[config.mk]
export PLATFORM = sky130hd
export DESIGN_NAME = dram_maint_ctrl_flat
export DESIGN_NICKNAME = d
export VERILOG_FILES = /design/src/dram_maint_pkg.sv /design/src/dram_link_if.sv /design/src/dram_maint_ctrl.sv /design/src/flat_wrapper.sv
export SDC_FILE = /design/constraint.sdc
export NUM_CORES = 1
export LEC_CHECK = 0
export BUFFER_PORTS_ARGS = -buffer_cell sky130_fd_sc_hd__buf_4
export CAP_MARGIN = 20
export CORE_UTILIZATION = 61
export DETAILED_ROUTE_END_ITERATION = 6
export PLACE_DENSITY = 0.85
export SETUP_SLACK_MARGIN = 0.15
export SKIP_LAST_GASP = 1
export SLEW_MARGIN = 15
export SYNTH_ARGS = -nofsm -noshare
export SYNTH_HDL_FRONTEND = slang
export SYNTH_SLANG_ARGS = --single-unit
[constraint.sdc]
create_clock -name clk -period 3.8 [get_ports clk]
set_input_delay 0.19 -clock clk [delete_from_list [all_inputs] [get_ports clk]]
set_output_delay 0.19 -clock clk [all_outputs]
set_load 0.02 [all_outputs]
[src/dram_maint_pkg.sv]
// Purpose: Shared constants and types for the DRAM maintenance link
// Assumes: 200 MHz system clock on both ends
// Notes:   Cycle counts round least times up to whole cycles
package dram_maint_pkg;

    localparam int CLK_MHZ      = 200;
    localparam int LINK_DIV     = 32;

    // Core timings, plain defaults
    localparam int TRAS_NS      = 42;
    localparam int TRP_NS       = 18;
    localparam int TMRD_NS      = 14;
    localparam int TPW_RESET_NS = 200;

    // Repair timings
    localparam int PROG_MS      = 1000;
    localparam int PROG_EXIT_NS = 15;
    localparam int SETTLE_US    = 50;

    localparam int TRAS_CYC     = (TRAS_NS * CLK_MHZ + 999) / 1000;
    localparam int TRAS15_CYC   = (3 * TRAS_NS * CLK_MHZ + 1999) / 2000;
    localparam int TRP_CYC      = (TRP_NS * CLK_MHZ + 999) / 1000;
    localparam int TMRD_CYC     = (TMRD_NS * CLK_MHZ + 999) / 1000;
    localparam int TPW_CYC      = (TPW_RESET_NS * CLK_MHZ + 999) / 1000;
    localparam int TEXIT_CYC    = (PROG_EXIT_NS * CLK_MHZ + 999) / 1000;
    localparam int PROG_CYC     = PROG_MS * 1000 * CLK_MHZ;
    localparam int SETTLE_CYC   = SETTLE_US * CLK_MHZ;

    // Mode register addresses and fields
    localparam logic [5:0] MR_ROW_REFRESH = 6'h18;
    localparam logic [5:0] MR_REPAIR      = 6'h04;
    localparam int         REF_EN_BIT     = 7;
    localparam int         BANK_LSB       = 4;
    localparam int         REPAIR_EN_BIT  = 4;
    localparam logic [7:0] MR_RESET_VAL   = 8'h00;
    localparam logic [1:0] ADJ_STEPS      = 2'h3;

    typedef enum logic [2:0] {
        CMD_NOP  = 3'h0,
        CMD_MRW  = 3'h1,
        CMD_ACT  = 3'h2,
        CMD_PRE  = 3'h3,
        CMD_PREA = 3'h4,
        CMD_REF  = 3'h5,
        CMD_SRE  = 3'h6
    } cmd_t;

endpackage

[src/dram_link_if.sv]
// Purpose: Command/address link between controller and DRAM end
// Assumes: Controller drives every signal; link clock made by divider
// Notes:   cmd, ma and op change only while ck is low; ba and row follow requests while idle
`timescale 1ns/1ps
interface dram_link_if;
    import dram_maint_pkg::*;
    logic        ck;
    cmd_t        cmd;
    logic [2:0]  ba;
    logic [15:0] row;
    logic [5:0]  ma;
    logic [7:0]  op;
    logic        devResetN;

    modport ctrl (output ck, cmd, ba, row, ma, op, devResetN);
    modport dram (input ck, cmd, ba, row, ma, op, devResetN);
endinterface

[src/dram_maint_ctrl.sv]
// Purpose: Controller end sequencing adjacent row refresh and fuse repair
// Assumes: Own clock makes the link clock; one command per link period
// Notes:   Waits start after the command slot, so spacing only grows
//
// Overview of operation
// - Enable bit one enables, zero disables refresh mode
// - Bank field selects target bank, others unchanged
// - Mode kept off during initialization and calibration
// - Enter from idle, no other mode writes
// - Device self-clears after third precharge plus delay
// - Exit write after completion ignores bank field
// - Three activates and precharges; precharge-all counts
// - Nothing before mode delay, then only activate/precharge
// - Other banks idle until 1.5 tRAS plus tRP
// - Precharge at 1.5 tRAS, reactivate tRP later
// - Second activate, precharge tRAS, third tRP later
// - Third precharge tRAS later; completion tRP plus tMRD
// - Abort: clear bit, three precharges tRP apart
// - No refresh or self refresh during mode
// - Mode activates skip refresh counter, restore victims
// - Normal timings apply; activates count in window
// - One fused row per bank; guard accidental entry
// - Precharge all, set repair bit, wait tMRD
// - Activate failing row, wait programming time
// - No command at all while programming
// - Wait exit time after precharge, clear bit
// - Wait settle time, reset device, reinitialise
`timescale 1ns/1ps
module dram_maint_ctrl
    import dram_maint_pkg::*;
#(
    parameter int PGM_CYC     = dram_maint_pkg::PROG_CYC,
    parameter int PGMPST_CYC  = dram_maint_pkg::SETTLE_CYC
)(
    // Clock and reset
    input  wire logic          clk,
    input  wire logic          rstn,
    // Link to the memory
    dram_link_if.ctrl          link,
    // User requests
    input  wire logic          adjReq,
    input  wire logic          abortReq,
    input  wire logic          repairReq,
    input  wire logic          repairArm,
    input  wire logic          refReq,
    input  wire logic          calBusy,
    input  wire logic [2:0]    reqBank,
    input  wire logic [15:0]   reqRow,
    // User status
    output logic               busy,
    output logic               seqDone,
    output logic [7:0]         fuseUsed
);
    import dram_maint_pkg::*;

    if (PGM_CYC < 1 || PGMPST_CYC < 1 || LINK_DIV < 4)
    begin : g_chk
        $error("dram_maint_ctrl: bad timing parameter");
    end

    typedef enum logic [2:0] {
        ST_IDLE = 3'b001,
        ST_SEND = 3'b010,
        ST_WAIT = 3'b100
    } state_t;

    typedef enum logic [1:0] {
        SEQ_ADJ    = 2'h0,
        SEQ_ABORT  = 2'h1,
        SEQ_REPAIR = 2'h2,
        SEQ_REF    = 2'h3
    } seq_t;

    localparam int DW = $clog2(LINK_DIV);

    state_t      state_ff, nxt_state;
    seq_t        seq_ff, nxt_seq;
    logic [2:0]  step_ff, nxt_step;
    logic [31:0] timer_ff, nxt_timer;
    logic [DW-1:0] div_ff;
    logic        ck_ff;
    logic [2:0]  bank_ff, nxt_bank;
    logic [15:0] row_ff, nxt_row;
    logic [7:0]  fuse_ff, nxt_fuse;
    cmd_t        cmd_ff, nxt_cmd;
    logic [5:0]  ma_ff, nxt_ma;
    logic [7:0]  op_ff, nxt_op;
    logic        rst_ff, nxt_rst;
    logic        done_ff, nxt_done;

    // Current step of the active sequence
    cmd_t        stCmd;
    logic [5:0]  stMa;
    logic [7:0]  stOp;
    logic [31:0] stWait;
    logic        stLast;
    logic        stRst;
    logic        slotStart;

    // Free-running link clock divider
    always_ff @(posedge clk)
    begin
        if (!rstn)
        begin
            div_ff <= '0;
            ck_ff  <= 1'b0;
        end
        else
        begin
            div_ff <= div_ff + 1'b1;
            ck_ff  <= (div_ff >= DW'(LINK_DIV / 2 - 1)) &&
                      (div_ff != DW'(LINK_DIV - 1));
        end
    end

    assign slotStart = (div_ff == '0);

    always_comb
    begin
        stCmd  = CMD_NOP;
        stMa   = '0;
        stOp   = MR_RESET_VAL;
        stWait = 32'(TRP_CYC);
        stLast = 1'b0;
        stRst  = 1'b0;
        unique case (seq_ff)
            SEQ_ADJ:
                unique case (step_ff)
                    3'h0:
                    begin
                        stCmd  = CMD_MRW;
                        stMa   = MR_ROW_REFRESH;
                        stOp   = MR_RESET_VAL;
                        stOp[REF_EN_BIT] = 1'b1;
                        stOp[BANK_LSB +: 3] = bank_ff;
                        stWait = 32'(TMRD_CYC);
                    end
                    3'h1:
                    begin
                        stCmd  = CMD_ACT;
                        stWait = 32'(TRAS15_CYC);
                    end
                    3'h3, 3'h5:
                    begin
                        stCmd  = CMD_ACT;
                        stWait = 32'(TRAS_CYC);
                    end
                    3'h6:
                    begin
                        stCmd  = CMD_PRE;
                        stWait = 32'(TRP_CYC + TMRD_CYC);
                        stLast = 1'b1;
                    end
                    default:
                        stCmd  = CMD_PRE;
                endcase
            SEQ_ABORT:
            begin
                stCmd  = (step_ff == 3'h0) ? CMD_MRW : CMD_PRE;
                stMa   = MR_ROW_REFRESH;
                stWait = (step_ff == 3'h0) ? 32'(TMRD_CYC) :
                                             32'(TRP_CYC);
                stLast = (step_ff == 3'h3);
            end
            SEQ_REPAIR:
                unique case (step_ff)
                    3'h0:
                        stCmd  = CMD_PREA;
                    3'h1:
                    begin
                        stCmd  = CMD_MRW;
                        stMa   = MR_REPAIR;
                        stOp[REPAIR_EN_BIT] = 1'b1;
                        stWait = 32'(TMRD_CYC);
                    end
                    3'h2:
                    begin
                        stCmd  = CMD_ACT;
                        stWait = 32'(PGM_CYC);
                    end
                    3'h3:
                    begin
                        stCmd  = CMD_PRE;
                        stWait = 32'(TEXIT_CYC);
                    end
                    3'h4:
                    begin
                        stCmd  = CMD_MRW;
                        stMa   = MR_REPAIR;
                        stWait = 32'(PGMPST_CYC);
                    end
                    default:
                    begin
                        stRst  = 1'b1;
                        stWait = 32'(TPW_CYC);
                        stLast = 1'b1;
                    end
                endcase
            SEQ_REF:
            begin
                stCmd  = CMD_REF;
                stLast = 1'b1;
            end
        endcase
    end

    always_comb
    begin
        nxt_state = state_ff;
        nxt_seq   = seq_ff;
        nxt_step  = step_ff;
        nxt_timer = timer_ff;
        nxt_bank  = bank_ff;
        nxt_row   = row_ff;
        nxt_fuse  = fuse_ff;
        nxt_cmd   = cmd_ff;
        nxt_ma    = ma_ff;
        nxt_op    = op_ff;
        nxt_rst   = rst_ff;
        nxt_done  = 1'b0;
        // Commands last exactly one link period
        if (slotStart)
            nxt_cmd = CMD_NOP;
        unique case (state_ff)
            ST_IDLE:
            begin
                nxt_step = '0;
                nxt_bank = reqBank;
                nxt_row  = reqRow;
                // Refresh only from idle, never inside a sequence
                if (refReq)
                begin
                    nxt_seq   = SEQ_REF;
                    nxt_state = ST_SEND;
                end
                else if (adjReq && !calBusy)
                begin
                    nxt_seq   = SEQ_ADJ;
                    nxt_state = ST_SEND;
                end
                else if (abortReq)
                begin
                    nxt_seq   = SEQ_ABORT;
                    nxt_state = ST_SEND;
                end
                // Fuses are permanent: need arm level and a free bank
                else if (repairReq && repairArm &&
                         !fuse_ff[reqBank])
                begin
                    nxt_seq   = SEQ_REPAIR;
                    nxt_state = ST_SEND;
                end
            end
            ST_SEND:
                if (slotStart)
                begin
                    nxt_cmd   = stCmd;
                    nxt_ma    = stMa;
                    nxt_op    = stOp;
                    nxt_rst   = stRst;
                    nxt_timer = 32'(LINK_DIV) + stWait;
                    nxt_state = ST_WAIT;
                end
            ST_WAIT:
                if (timer_ff > 32'h1)
                    nxt_timer = timer_ff - 32'h1;
                else
                begin
                    nxt_rst = 1'b0;
                    if (stLast)
                    begin
                        if (seq_ff == SEQ_REPAIR)
                            nxt_fuse[bank_ff] = 1'b1;
                        nxt_done  = 1'b1;
                        nxt_state = ST_IDLE;
                    end
                    else
                    begin
                        nxt_step  = step_ff + 3'h1;
                        nxt_state = ST_SEND;
                    end
                end
        endcase
    end

    always_ff @(posedge clk)
    begin
        if (!rstn)
        begin
            state_ff <= ST_IDLE;
            seq_ff   <= SEQ_ADJ;
            step_ff  <= '0;
            timer_ff <= '0;
            bank_ff  <= '0;
            row_ff   <= '0;
            fuse_ff  <= '0;
            cmd_ff   <= CMD_NOP;
            ma_ff    <= '0;
            op_ff    <= '0;
            rst_ff   <= 1'b0;
            done_ff  <= 1'b0;
        end
        else
        begin
            state_ff <= nxt_state;
            seq_ff   <= nxt_seq;
            step_ff  <= nxt_step;
            timer_ff <= nxt_timer;
            bank_ff  <= nxt_bank;
            row_ff   <= nxt_row;
            fuse_ff  <= nxt_fuse;
            cmd_ff   <= nxt_cmd;
            ma_ff    <= nxt_ma;
            op_ff    <= nxt_op;
            rst_ff   <= nxt_rst;
            done_ff  <= nxt_done;
        end
    end

    assign link.ck        = ck_ff;
    assign link.cmd       = cmd_ff;
    assign link.ba        = bank_ff;
    assign link.row       = row_ff;
    assign link.ma        = ma_ff;
    assign link.op        = op_ff;
    assign link.devResetN = !rst_ff;
    assign busy           = (state_ff != ST_IDLE);
    assign seqDone        = done_ff;
    assign fuseUsed       = fuse_ff;
endmodule

[src/flat_wrapper.sv]
// flat-port wrapper written by rule: the top's interface ports become plain ports
module dram_maint_ctrl_flat import dram_maint_pkg::*;
#(
    parameter int PGM_CYC     = dram_maint_pkg::PROG_CYC,
    parameter int PGMPST_CYC  = dram_maint_pkg::SETTLE_CYC
)
  (clk, rstn, adjReq, abortReq, repairReq, repairArm, refReq, calBusy, reqBank, reqRow, busy, seqDone, fuseUsed, link_ck, link_cmd, link_ba, link_row, link_ma, link_op, link_devResetN);
  dram_link_if link_i ();
  input  wire logic clk;
  input  wire logic rstn;
  input  wire logic adjReq;
  input  wire logic abortReq;
  input  wire logic repairReq;
  input  wire logic repairArm;
  input  wire logic refReq;
  input  wire logic calBusy;
  input  wire logic [2:0] reqBank;
  input  wire logic [15:0] reqRow;
  output logic busy;
  output logic seqDone;
  output logic [7:0] fuseUsed;
  output wire logic [$bits(link_i.ck)-1:0] link_ck;
  output wire logic [$bits(link_i.cmd)-1:0] link_cmd;
  output wire logic [$bits(link_i.ba)-1:0] link_ba;
  output wire logic [$bits(link_i.row)-1:0] link_row;
  output wire logic [$bits(link_i.ma)-1:0] link_ma;
  output wire logic [$bits(link_i.op)-1:0] link_op;
  output wire logic [$bits(link_i.devResetN)-1:0] link_devResetN;
  assign link_ck = link_i.ck;
  assign link_cmd = link_i.cmd;
  assign link_ba = link_i.ba;
  assign link_row = link_i.row;
  assign link_ma = link_i.ma;
  assign link_op = link_i.op;
  assign link_devResetN = link_i.devResetN;
  dram_maint_ctrl #(.PGM_CYC(PGM_CYC), .PGMPST_CYC(PGMPST_CYC)) u_core (.clk(clk), .rstn(rstn), .link(link_i), .adjReq(adjReq), .abortReq(abortReq), .repairReq(repairReq), .repairArm(repairArm), .refReq(refReq), .calBusy(calBusy), .reqBank(reqBank), .reqRow(reqRow), .busy(busy), .seqDone(seqDone), .fuseUsed(fuseUsed));
endmodule
Word-level counts from Yosys, hierarchy flattened
Index checks and enable logic that the tools add are counted.
- bits in registers: 92
- bits in writable memories: 0
- input port bits: 27
- output and inout bits: 48
- bits in read-only memories: 0
- bits in latches: 0
- word-level logic and storage cells: 122
- memories: 0
- $mul: 0
- shift operators: 0
- order comparisons: 5
- reduce and logical (&&, ||, !) cells: 27
- add/subtract/negate cells: 4
- divide/modulo/power cells: 0
- equal/unequal tests: 19
- bitwise operators: 4
- multiplexer cells: 49
- operator list (cell ; number):
    $pmux 28 s4 ; 1
    $pmux 32 s3 ; 1
    $mux 32 ; 2
    $pmux 32 s2 ; 1
    $mux 3 ; 14
    $add 6x32->32 const A ; 1
    $gt 32x1->1 const B ; 1
    $sub 32x1->32 const B ; 1
    $pmux 3 s4 ; 2
    $pmux 6 s3 ; 1
    $pmux 4 s4 ; 1
    $eq 3x3->1 const B ; 4
    $mux 2 ; 6
    $reduce_and 3->1 ; 4
    $eq 3x2->1 const B ; 3
    $mux 1 ; 9
    $pmux 3 s3 ; 1
    $lt 3x4->1 const B ; 2
    $mux 8 ; 1
    $or 8x8->8 ; 1
    $eq 3x1->1 const B ; 2
    $pmux 3 s2 ; 1
    $reduce_or 2->1 ; 3
    $reduce_or 3->1 ; 2
    other kinds (29) ; 43

Longest topological paths before layout
Gate-level depths: netlist of the first run.
- word-level depth: 9
- gate-level depth with buffers: 12
- gate-level depth less buffers: 8

Worst setup path before layout of the first run
OpenSTA, ideal clock, no wires.
- kind: flip-flop to flip-flop
- start: register u_core.timer_ff[3]
- end: register u_core.timer_ff[31]
- arrival: 2.478 ns
- stages on the path, launching flop included: 8
- buffers on the path: 2
- library setup time: 0.071 ns
- setup slack: 1.250 ns
- clock period less this slack: 2.550 ns
- cell sequence: dfxtp_1 > or4_4 > or3_1 > clkbuf_2 > or4_1 > clkbuf_2 > or4_1 > a21oi_1
- cells in the longest elaborated chain, start to end: 3
- elaborated cells between the ends (all ways): 6
- those cells by class: add/sub (1); order compare (1); eq/ne (1); mux (2); reduce/logical (1)
- ends and longest elaborated chain (element ; RTL line ; text):
    start, declared ; dram_maint_ctrl.sv:79 ; logic [31:0] timer_ff, nxt_timer;
    start signal, assigned ; dram_maint_ctrl.sv:308 ; timer_ff <= nxt_timer;
    $sub 32x1->32 or $gt 32x1->1 (tied branches) ; dram_maint_ctrl.sv:266, dram_maint_ctrl.sv:265 ;
    $mux 32 or $ne 2x1->1 (tied branches) ; - ;
    $pmux 32 s2 or $reduce_and 3->1 (tied branches) ; - ;
Several ways; a longest one is shown, not always the timed one. The select of a mux whose other input is x is not followed.
A chain may end at the register's enable or synchronous reset.

Final worst setup path of the first run
- start: register u_core.div_ff[0]
- end: register u_core.timer_ff[4]
- cells in the longest elaborated chain, start to end: 3
- ends and longest elaborated chain (element ; RTL line ; text):
    start, declared ; dram_maint_ctrl.sv:80 ; logic [DW-1:0] div_ff;
    start signal, assigned ; dram_maint_ctrl.sv:110 ; div_ff <= div_ff + 1'b1;
    $logic_not 5->1 ; dram_maint_ctrl.sv:116 ; assign slotStart = (div_ff == '0);
    $ne 2x1->1 (no line) ; - ;
    $reduce_and 3->1 (no line) ; - ;
No other way between the ends.

==> results.py, run 1 <==
metrics = {
    "cts": {
        "post-cts-setup-buffer-count": 0,
        "root_buffer": "clkbuf_8",
        "cts_hold_buf": 0,
        "cts_tree": "done",
        "cts.clk_slew.worst_paths_ns": 0.09,
        "cts_sinks": 84,
        "worstSkewPairLatency_ns": 0.37,
        "clk_path_buf_depth": 2,
        "h-tree-depth": 3,
        "cts_buffers": 9,
        "cts_resized": 0,
    },
    "detailed_routing": {
        "via_per_inst": 6.29,
        "drt_iter0_drc": 347,
        "detail_route.wl_per_cell_um": 16.3,
        "ant_nets": 0,
        "wirelength_um": 11800,
        "vias": 4549,
        "dr.pass1.iters": 5,
        "drcViolationCount": 0,
    },
    "timing": {
        "drv_slew": 0,
        "timing.fmax_mhz": 322,
        "rsz0062_at_grt": "no",
        "period_share_pct": 81.8,
        "setup_viol": 0,
        "period_minus_slack_ns": 3.11,
        "fin_ws_ns": 0.692,
        "relSlewSlack_pct": 33.6,
        "fin_tns_setup_ns": 0,
        "worst_pin_slew_ns": 0.989,
        "clock_skew_ns": 0.00772,
        "hold_viol": 0,
    },
    "placed_design": {
        "dp_worst_setup_slack_ns": 0.746,
        "io_buffers": 67,
        "hpwlAfterDp_um": 8330,
        "placedCellCount": 708,
        "gp_congestion": 0.946,
    },
    "setup_path": {
        "critPathMaxFanout": 22,
        "end_kind": "flip-flop",
        "critPathRequiredTime_ns": 4.05,
        "cp-start-kind": "flip-flop",
        "critical_path_class": "flip-flop to flip-flop",
        "arrival_ns": 3.36,
    },
    "die": {
        "core-area_um2": 6940,
        "die_w_um": 87.8,
        "ios": 75,
        "initial_core_util_pct": 64.6,
        "placementRows": 30,
        "die_area_um2": 7710,
        "dieHeight_um": 87.8,
    },
    "global_route": {
        "grt-ovfl-total": 0,
        "grt_pass1_vias": 4032,
        "grt_use_total_pct": 32.1,
        "grt_antenna_before_repair": 0,
        "grt_max_degree": 77,
        "grt_pass1_wl_um": 19200,
    },
    "synth": {
        "postSynthAreaPerCell_um2": 7.79,
        "synth_flop_cell": "dfxtp_1",
        "yosys_register_bits": 84,
        "synthesis.area_um2": 4490,
        "syn_inst": 576,
        "synth_edf_count": 0,
        "ys_types": 64,
        "synth-seq-area-share_pct": 37.5,
        "async_flop_share_pct": 0,
        "ys_warn_count": 0,
    },
    "flow_run": {
        "drv_cap": 0,
    },
    "pwr": {
        "powerDensity_nw_per_um2": 444,
        "power.total_mw": 2.29,
        "peakVddDrop_mv": 0.237,
        "p_leak_nw": 2.10,
    },
    "final_layout": {
        "fill_cells": 555,
        "multi_input_area_um2": 2580,
        "diodes": 0,
        "final_cells": 723,
        "areaGrowthSynthToFinish_pct": 15.0,
        "final_util_pct": 74.4,
        "seq_area_um2": 1680,
        "drive_gt1_share_pct": 16.4,
        "fin_nets": 659,
        "final_common_cell": "dfxtp_1",
        "layout_common_cells": "dfxtp_1, nand2_1, buf_4",
    },
    "worst_hold_path": {
        "hold_path_class": "primary input to flip-flop",
    },
    "status": {
        "status": "finished, final reports clean",
    },
}
==> flip-flops by register name, indices dropped and copies added, names as in the netlist, 3 cells and up, named ones only <==
register / flops
u_core.timer_ff: 32
u_core.link.row: 16
u_core.fuseUsed: 8
u_core.div_ff: 5
u_core.link.op: 4
u_core.link.ba: 3
u_core.state_ff: 3
u_core.step_ff: 3
==> worst max-delay path, stage by stage (launching register included) <==
cell and delay [ns]:
dfxtp_1 0.35, inv_1 0.07, ha_1 0.14, or4b_1 0.58
or4b_1 0.91, nand2_1 0.50, a21oi_1 0.13, o21ai_0 0.20
o21ai_0 0.10
==> power by group <==
part,internal [mW],switching (mW),leakage [nW]
Sequential,0.928,0.0567,0.683
Combinational,0.237,0.427,1.33
Clock,0.300,0.342,0.0873
Total,1.46,0.826,2.10
==> metrics by stage <==
step / hold slack [ns] / area [um2]
finish: 0.0762 / 5160
detailed placement: 0.459 / 4970
floorplan: 0.335 / 4510
global placement: 0.452 / 4970
global route: 0.0792 / 5160
CTS: 0.0652 / 5160
==> logic make-up after synthesis <==
kind of cell / Yosys count / synth area share (%)
AO/OA/AOI/OAI: 145 / 21.8
XOR/XNOR: 4 / 0.781
adder cells (fa/ha/maj): 9 / 2.51
buffers and inverters: 56 / 5.63
flip-flops: 84 / 37.5
multiplexers: 6 / 1.90
other: 1 / 0.0835
AND/OR/NAND/NOR: 271 / 29.9
==> routing by layer <==
layer | global-route usage (%) | wire length, um | up-vias
li1 | - | - | 2147
met2 | 51.4 | 5440 | 255
met5 | 0 | 0 | -
met1 | 42.9 | 5020 | 2112
met4 | 11.9 | 249 | 0
met3 | 6.50 | 1080 | 35
==> path summary, 6_finish.rpt <==
kind | to | from | slack [ns] | cells after the start
max | u_core.timer_ff[4] | u_core.div_ff[0] | 0.69 | 8
min | u_core.link.row[6] | reqRow[6] | 0.08 | 3
max reg2reg | u_core.timer_ff[4] | u_core.div_ff[0] | 0.69 | 8
min reg2reg | u_core.link.row[0] | u_core.link.row[0] | 0.47 | 2
==> synth_stat cells, types with 8 or more instances <==
library cell / count / area share (%)
a211oi_1: 8 / 1.3
a21boi_0: 24 / 4.0
a21oi_1: 34 / 3.8
and2_1: 9 / 1.3
buf_4: 10 / 1.7
clkbuf_1: 25 / 2.1
dfxtp_1: 84 / 37
ha_1: 9 / 2.5
inv_1: 14 / 1.2
nand2_1: 80 / 6.7
nand3_1: 19 / 2.1
nor2_1: 61 / 5.1
nor2b_1: 8 / 1.1
nor3_1: 27 / 3.0
o21a_1: 11 / 1.8
o21ai_0: 24 / 2.7
o31ai_1: 8 / 1.3
or3_1: 12 / 1.7
or4_1: 12 / 2.0
==> layout make-up <==
class	instances	share of cell area, %
multi-input cells	442	50.0
flip-flops and latches	84	32.6
repair buffers	71	10.3
clock buffers	9	2.40
well taps	96	2.33
clock inverters	6	1.28
inverters	15	1.09
No activity file was read; power rests on OpenSTA's default activity.
==> run 2, diff against run 1 <==
--- a/config.mk
+++ b/config.mk
@@ -7,9 +7,9 @@
 export LEC_CHECK = 0
 export BUFFER_PORTS_ARGS = -buffer_cell sky130_fd_sc_hd__buf_4
 export CAP_MARGIN = 20
-export CORE_UTILIZATION = 61
+export CORE_UTILIZATION = 51
 export DETAILED_ROUTE_END_ITERATION = 6
-export PLACE_DENSITY = 0.85
+export PLACE_DENSITY = 0.76
 export SETUP_SLACK_MARGIN = 0.15
 export SKIP_LAST_GASP = 1
 export SLEW_MARGIN = 15
==> constraint.sdc (replaced) <==
create_clock -name clk -period 2.6 [get_ports clk]
set_input_delay 0.13 -clock clk [delete_from_list [all_inputs] [get_ports clk]]
set_output_delay 0.13 -clock clk [all_outputs]
set_load 0.02 [all_outputs]
==> results.py, run 2 (synthesis results as in run 1) <==
metrics = {
    "detailed_routing": {
        "drt_iter0_drc": 349,
        "via_per_inst": 6.02,
        "detail_route.wl_per_cell_um": 16.2,
        "ant_nets": 0,
        "vias": 4609,
        "drcViolationCount": 0,
        "wirelength_um": 12400,
        "dr.pass1.iters": 7,
    },
    "die": {
        "placementRows": 33,
        "dieHeight_um": 95.8,
        "die_area_um2": 9180,
        "ios": 75,
        "initial_core_util_pct": 53.6,
        "core-area_um2": 8380,
        "die_w_um": 95.8,
    },
    "timing": {
        "setup_viol": 0,
        "fin_ws_ns": 0.189,
        "rsz0062_at_grt": "yes",
        "timing.fmax_mhz": 415,
        "period_minus_slack_ns": 2.41,
        "hold_viol": 0,
        "period_share_pct": 92.7,
        "whs_ns": 0.0123,
        "fin_tns_setup_ns": 0,
        "clock_skew_ns": 0.0102,
        "relSlewSlack_pct": 55.4,
        "drv_slew": 0,
        "worst_pin_slew_ns": 0.670,
    },
    "cts": {
        "cts_sinks": 84,
        "worstSkewPairLatency_ns": 0.37,
        "cts_buffers": 9,
        "cts_tree": "done",
        "cts.clk_slew.worst_paths_ns": 0.09,
        "h-tree-depth": 3,
        "cts_hold_buf": 0,
        "clk_path_buf_depth": 2,
        "root_buffer": "clkbuf_8",
    },
    "global_route": {
        "grt_pass1_wl_um": 20500,
        "grt-ovfl-total": 0,
        "grt_use_total_pct": 28.8,
        "grt_max_degree": 44,
        "grt_antenna_before_repair": 0,
        "grt_pass1_vias": 4215,
    },
    "pwr": {
        "power.total_mw": 3.49,
        "power.internal_mw": 2.23,
        "switchingPower_mw": 1.26,
        "powerDensity_nw_per_um2": 629,
        "peakVddDrop_mv": 0.371,
        "clkPwrFrac_pct": 24.7,
        "seqPwrFrac_pct": 41.2,
        "p_leak_nw": 2.31,
        "swShare_pct": 36.2,
        "comb_power_share_pct": 34.1,
    },
    "placed_design": {
        "dp_worst_setup_slack_ns": 0.0969,
        "gp_congestion": 0.932,
        "hpwlAfterDp_um": 8720,
        "io_buffers": 67,
    },
    "final_layout": {
        "fin_nets": 691,
        "final_util_pct": 66.2,
        "areaGrowthSynthToFinish_pct": 23.5,
        "drive_gt1_share_pct": 24.5,
        "diodes": 0,
        "final_common_cell": "buf_4",
        "largest_reg_flops": 32,
        "top_register": "u_core.timer_ff",
        "layout_common_cells": "buf_4, dfxtp_1, nand2_1",
    },
    "worst_hold_path": {
        "hold_path_class": "primary input to flip-flop",
        "hold_start": "reqRow[4]",
    },
    "setup_path": {
        "arrival_ns": 2.73,
        "startpoint": "u_core.div_ff[1]",
        "critPathRequiredTime_ns": 2.92,
        "cp-start-kind": "flip-flop",
        "critical_path_class": "flip-flop to flip-flop",
        "r2r-start": "u_core.div_ff[1]",
        "critPathMaxFanout": 21,
        "end_kind": "flip-flop",
    },
    "flow_run": {
        "drv_cap": 0,
    },
    "status": {
        "status": "finished, final reports clean",
    },
}
run 2: cell count changes in the layout (fill, tap and decap cells not counted), sizes merged:
cell / delta
buf: +32
clkinv: +3
clkinvlp: -2
bufinv: -1
clkbuf: +1
run 2: path summary, 6_finish.rpt:
kind,cells past startpoint,end,slack [ns]
hold reg to reg,2,u_core.link.op[6],0.46
hold / removal,3,u_core.link.row[4],0.01
setup / recovery,10,u_core.timer_ff[21],0.19
setup reg to reg,10,u_core.timer_ff[21],0.19
run 2: final cells by class:
| type | instances | area (um2) |
|---|---|---|
| clock buffers | 10 | 138 |
| clock inverters | 6 | 40.0 |
| fillers | 720 | 2840 |
| inverters | 15 | 56.3 |
| multi-input cells | 442 | 2720 |
| flip-flops and latches | 84 | 1680 |
| well taps | 105 | 131 |
| repair buffers | 103 | 781 |
run 2: power by group through the flow:
stage / logic, mW / clock network [mW] / registers (mW)
floorplan: 0.695 / 0 / 1.46
global placement: 1.03 / 0 / 1.45
detailed placement: 1.05 / 0 / 1.46
CTS: 1.09 / 0.877 / 1.43
global route: 1.30 / 0.932 / 1.45
finish: 1.19 / 0.862 / 1.44
run 2: through the flow:
step | instance area [um2] | std cells
finish | 5550 | 765
floorplan | 4520 | 582
CTS | 5450 | 763
global placement | 5220 | 747
detailed placement | 5220 | 747
global route | 5550 | 765
run 2: critical path: stages (launching register included):
cell and delay [ns]:
dfxtp_1 0.34, inv_1 0.06, ha_1 0.14, or4b_4 0.48, or4b_4 0.55, buf_6 0.19, nor2_2 0.15, buf_4 0.17
nor2_1 0.05, nor2_1 0.09, o22a_1 0.14
run 2: metal layers:
layer | global-route usage, % | up-vias | part of all wire, %
li1 | - | 2217 | -
met1 | 39.4 | 2147 | 44
met2 | 44.0 | 216 | 45
met3 | 5.69 | 29 | 8.2
met4 | 12.2 | 0 | 2.4
met5 | 0 | - | 0
run 2: what timing repair did:
action	CTS	global route
buffers inserted	0	2
resized for setup	11	24
pin swaps	0	6
endpoints found under the setup margin	24	36
==> run 3, diff against run 2 <==
--- a/config.mk
+++ b/config.mk
@@ -7,9 +7,8 @@
 export LEC_CHECK = 0
 export BUFFER_PORTS_ARGS = -buffer_cell sky130_fd_sc_hd__buf_4
 export CAP_MARGIN = 20
-export CORE_UTILIZATION = 51
+export CORE_UTILIZATION = 30
 export DETAILED_ROUTE_END_ITERATION = 6
-export PLACE_DENSITY = 0.76
 export SETUP_SLACK_MARGIN = 0.15
 export SKIP_LAST_GASP = 1
 export SLEW_MARGIN = 15
==> results.py, run 3 (synthesis results as in run 1) <==
metrics = {
    "detailed_routing": {
        "ant_nets": 0,
        "dr.pass1.iters": 5,
        "vias": 4543,
        "drt_iter0_drc": 330,
        "detail_route.wl_per_cell_um": 15.5,
        "wirelength_um": 13200,
        "drcViolationCount": 0,
        "via_per_inst": 5.37,
    },
    "global_route": {
        "grt_pass1_wl_um": 21700,
        "grt_use_total_pct": 17.2,
        "grt-ovfl-total": 0,
        "grt_pass1_vias": 4352,
        "grt_max_degree": 47,
        "grt_antenna_before_repair": 0,
    },
    "pwr": {
        "power.internal_mw": 2.69,
        "switchingPower_mw": 1.29,
        "seqPwrFrac_pct": 36.1,
        "comb_power_share_pct": 30.0,
        "p_leak_nw": 2.36,
        "clkPwrFrac_pct": 33.9,
        "power.total_mw": 3.98,
        "swShare_pct": 32.4,
        "powerDensity_nw_per_um2": 687,
        "peakVddDrop_mv": 0.359,
    },
    "die": {
        "die_w_um": 124,
        "placementRows": 44,
        "core-area_um2": 14600,
        "dieHeight_um": 124,
        "initial_core_util_pct": 30.8,
        "ios": 75,
        "die_area_um2": 15500,
    },
    "setup_path": {
        "end_kind": "flip-flop",
        "critical_path_class": "flip-flop to flip-flop",
        "r2r-start": "u_core.timer_ff[4]",
        "cp-start-kind": "flip-flop",
        "startpoint": "u_core.timer_ff[4]",
        "critPathMaxFanout": 6,
        "critPathRequiredTime_ns": 2.88,
        "arrival_ns": 2.70,
    },
    "timing": {
        "setup_viol": 0,
        "timing.fmax_mhz": 414,
        "period_minus_slack_ns": 2.42,
        "fin_tns_setup_ns": 0,
        "clock_skew_ns": 0.00741,
        "drv_slew": 0,
        "hold_viol": 0,
        "rsz0062_at_grt": "yes",
        "period_share_pct": 92.9,
    },
    "placed_design": {
        "io_buffers": 67,
        "placedCellCount": 827,
        "gp_congestion": 0.855,
        "hpwlAfterDp_um": 9580,
    },
    "flow_run": {
        "drv_cap": 0,
    },
    "cts": {
        "h-tree-depth": 3,
        "cts.clk_slew.worst_paths_ns": 0.06,
        "cts_buffers": 9,
        "cts_sinks": 84,
        "root_buffer": "clkbuf_16",
        "cts_hold_buf": 0,
        "worstSkewPairLatency_ns": 0.35,
        "cts_tree": "done",
        "clk_path_buf_depth": 2,
    },
    "final_layout": {
        "top_register": "u_core.timer_ff",
        "final_common_cell": "buf_4",
        "final_cells": 846,
        "diodes": 0,
        "layout_common_cells": "buf_4, dfxtp_1, nand2_1",
        "largest_reg_flops": 32,
        "fin_nets": 694,
        "drive_gt1_share_pct": 24.2,
        "areaGrowthSynthToFinish_pct": 29.0,
    },
    "worst_hold_path": {
        "hold_start": "reqRow[5]",
        "hold_path_class": "primary input to flip-flop",
    },
    "status": {
        "status": "finished, final reports clean",
    },
}
-- run 3: cell types whose count changed in the layout (fill, tap and decap cells not counted), moves of 2 or more --
cell / change
clkinv_2: -3
a21oi_2: +2
a21oi_1: -2
clkbuf_16: +9
dfxtp_1: +2
clkinv_4: -2
dfxtp_2: -2
clkbuf_8: -7
-- run 3: critical path: stages, from the launching register on --
cell and delay (ns):
dfxtp_1 0.35, or4_4 0.57, or3_4 0.34, or4_4 0.47, or4_1 0.49, a21oi_1 0.13
-- run 3: routing by layer --
metal / track usage, % / wire [um]
met2: 27.9 / 6150
met3: 5.50 / 970
met4: 6.24 / 248
met5: 0 / 0
met1: 21.3 / 5790
-- run 3: final timing paths --
check | cells past startpoint | end | slack [ns]
max | 5 | u_core.timer_ff[31] | 0.18
min | 3 | u_core.link.row[5] | 0.04
max reg2reg | 5 | u_core.timer_ff[31] | 0.18
min reg2reg | 2 | u_core.link.row[4] | 0.46
-- run 3: per-stage QoR --
stage	instance area, um2	utilization (%)	hold WS [ns]	worst slack, ns
CTS	5660	38.8	0.0284	0.159
finish	5790	39.7	0.0383	0.184
floorplan	4520	-	0.275	0.120
detailed placement	5320	36.5	0.402	0.0714
global placement	5320	36.5	0.391	0.142
global route	5790	39.7	0.0412	0.103
-- run 3: layout make-up --
| type | count | area (um2) |
|---|---|---|
| Fill cell | 1484 | 8800 |
| Inverter | 15 | 56.3 |
| Multi-Input combinational cell | 442 | 2690 |
| Timing Repair Buffer | 106 | 820 |
| Sequential cell | 84 | 1680 |
| Clock buffer | 12 | 267 |
| Tap cell | 184 | 230 |
| Clock inverter | 3 | 45.0 |
-- run 3: what timing repair did --
item / in CTS / in global routing
buffers inserted: 0 / 4
resized for setup: 6 / 24
pin swaps: 0 / 3
endpoints found under the setup margin: 15 / 34
gates cloned: 0 / 0
-- run 3: power by group through the flow --
stage | Sequential, mW | Combinational, mW | Clock (mW)
after detailed placement | 1.46 | 1.08 | 0
after global routing | 1.45 | 1.31 | 1.43
after global placement | 1.45 | 1.07 | 0
after floorplan | 1.46 | 0.695 | 0
final | 1.43 | 1.19 | 1.35
after CTS | 1.43 | 1.11 | 1.38
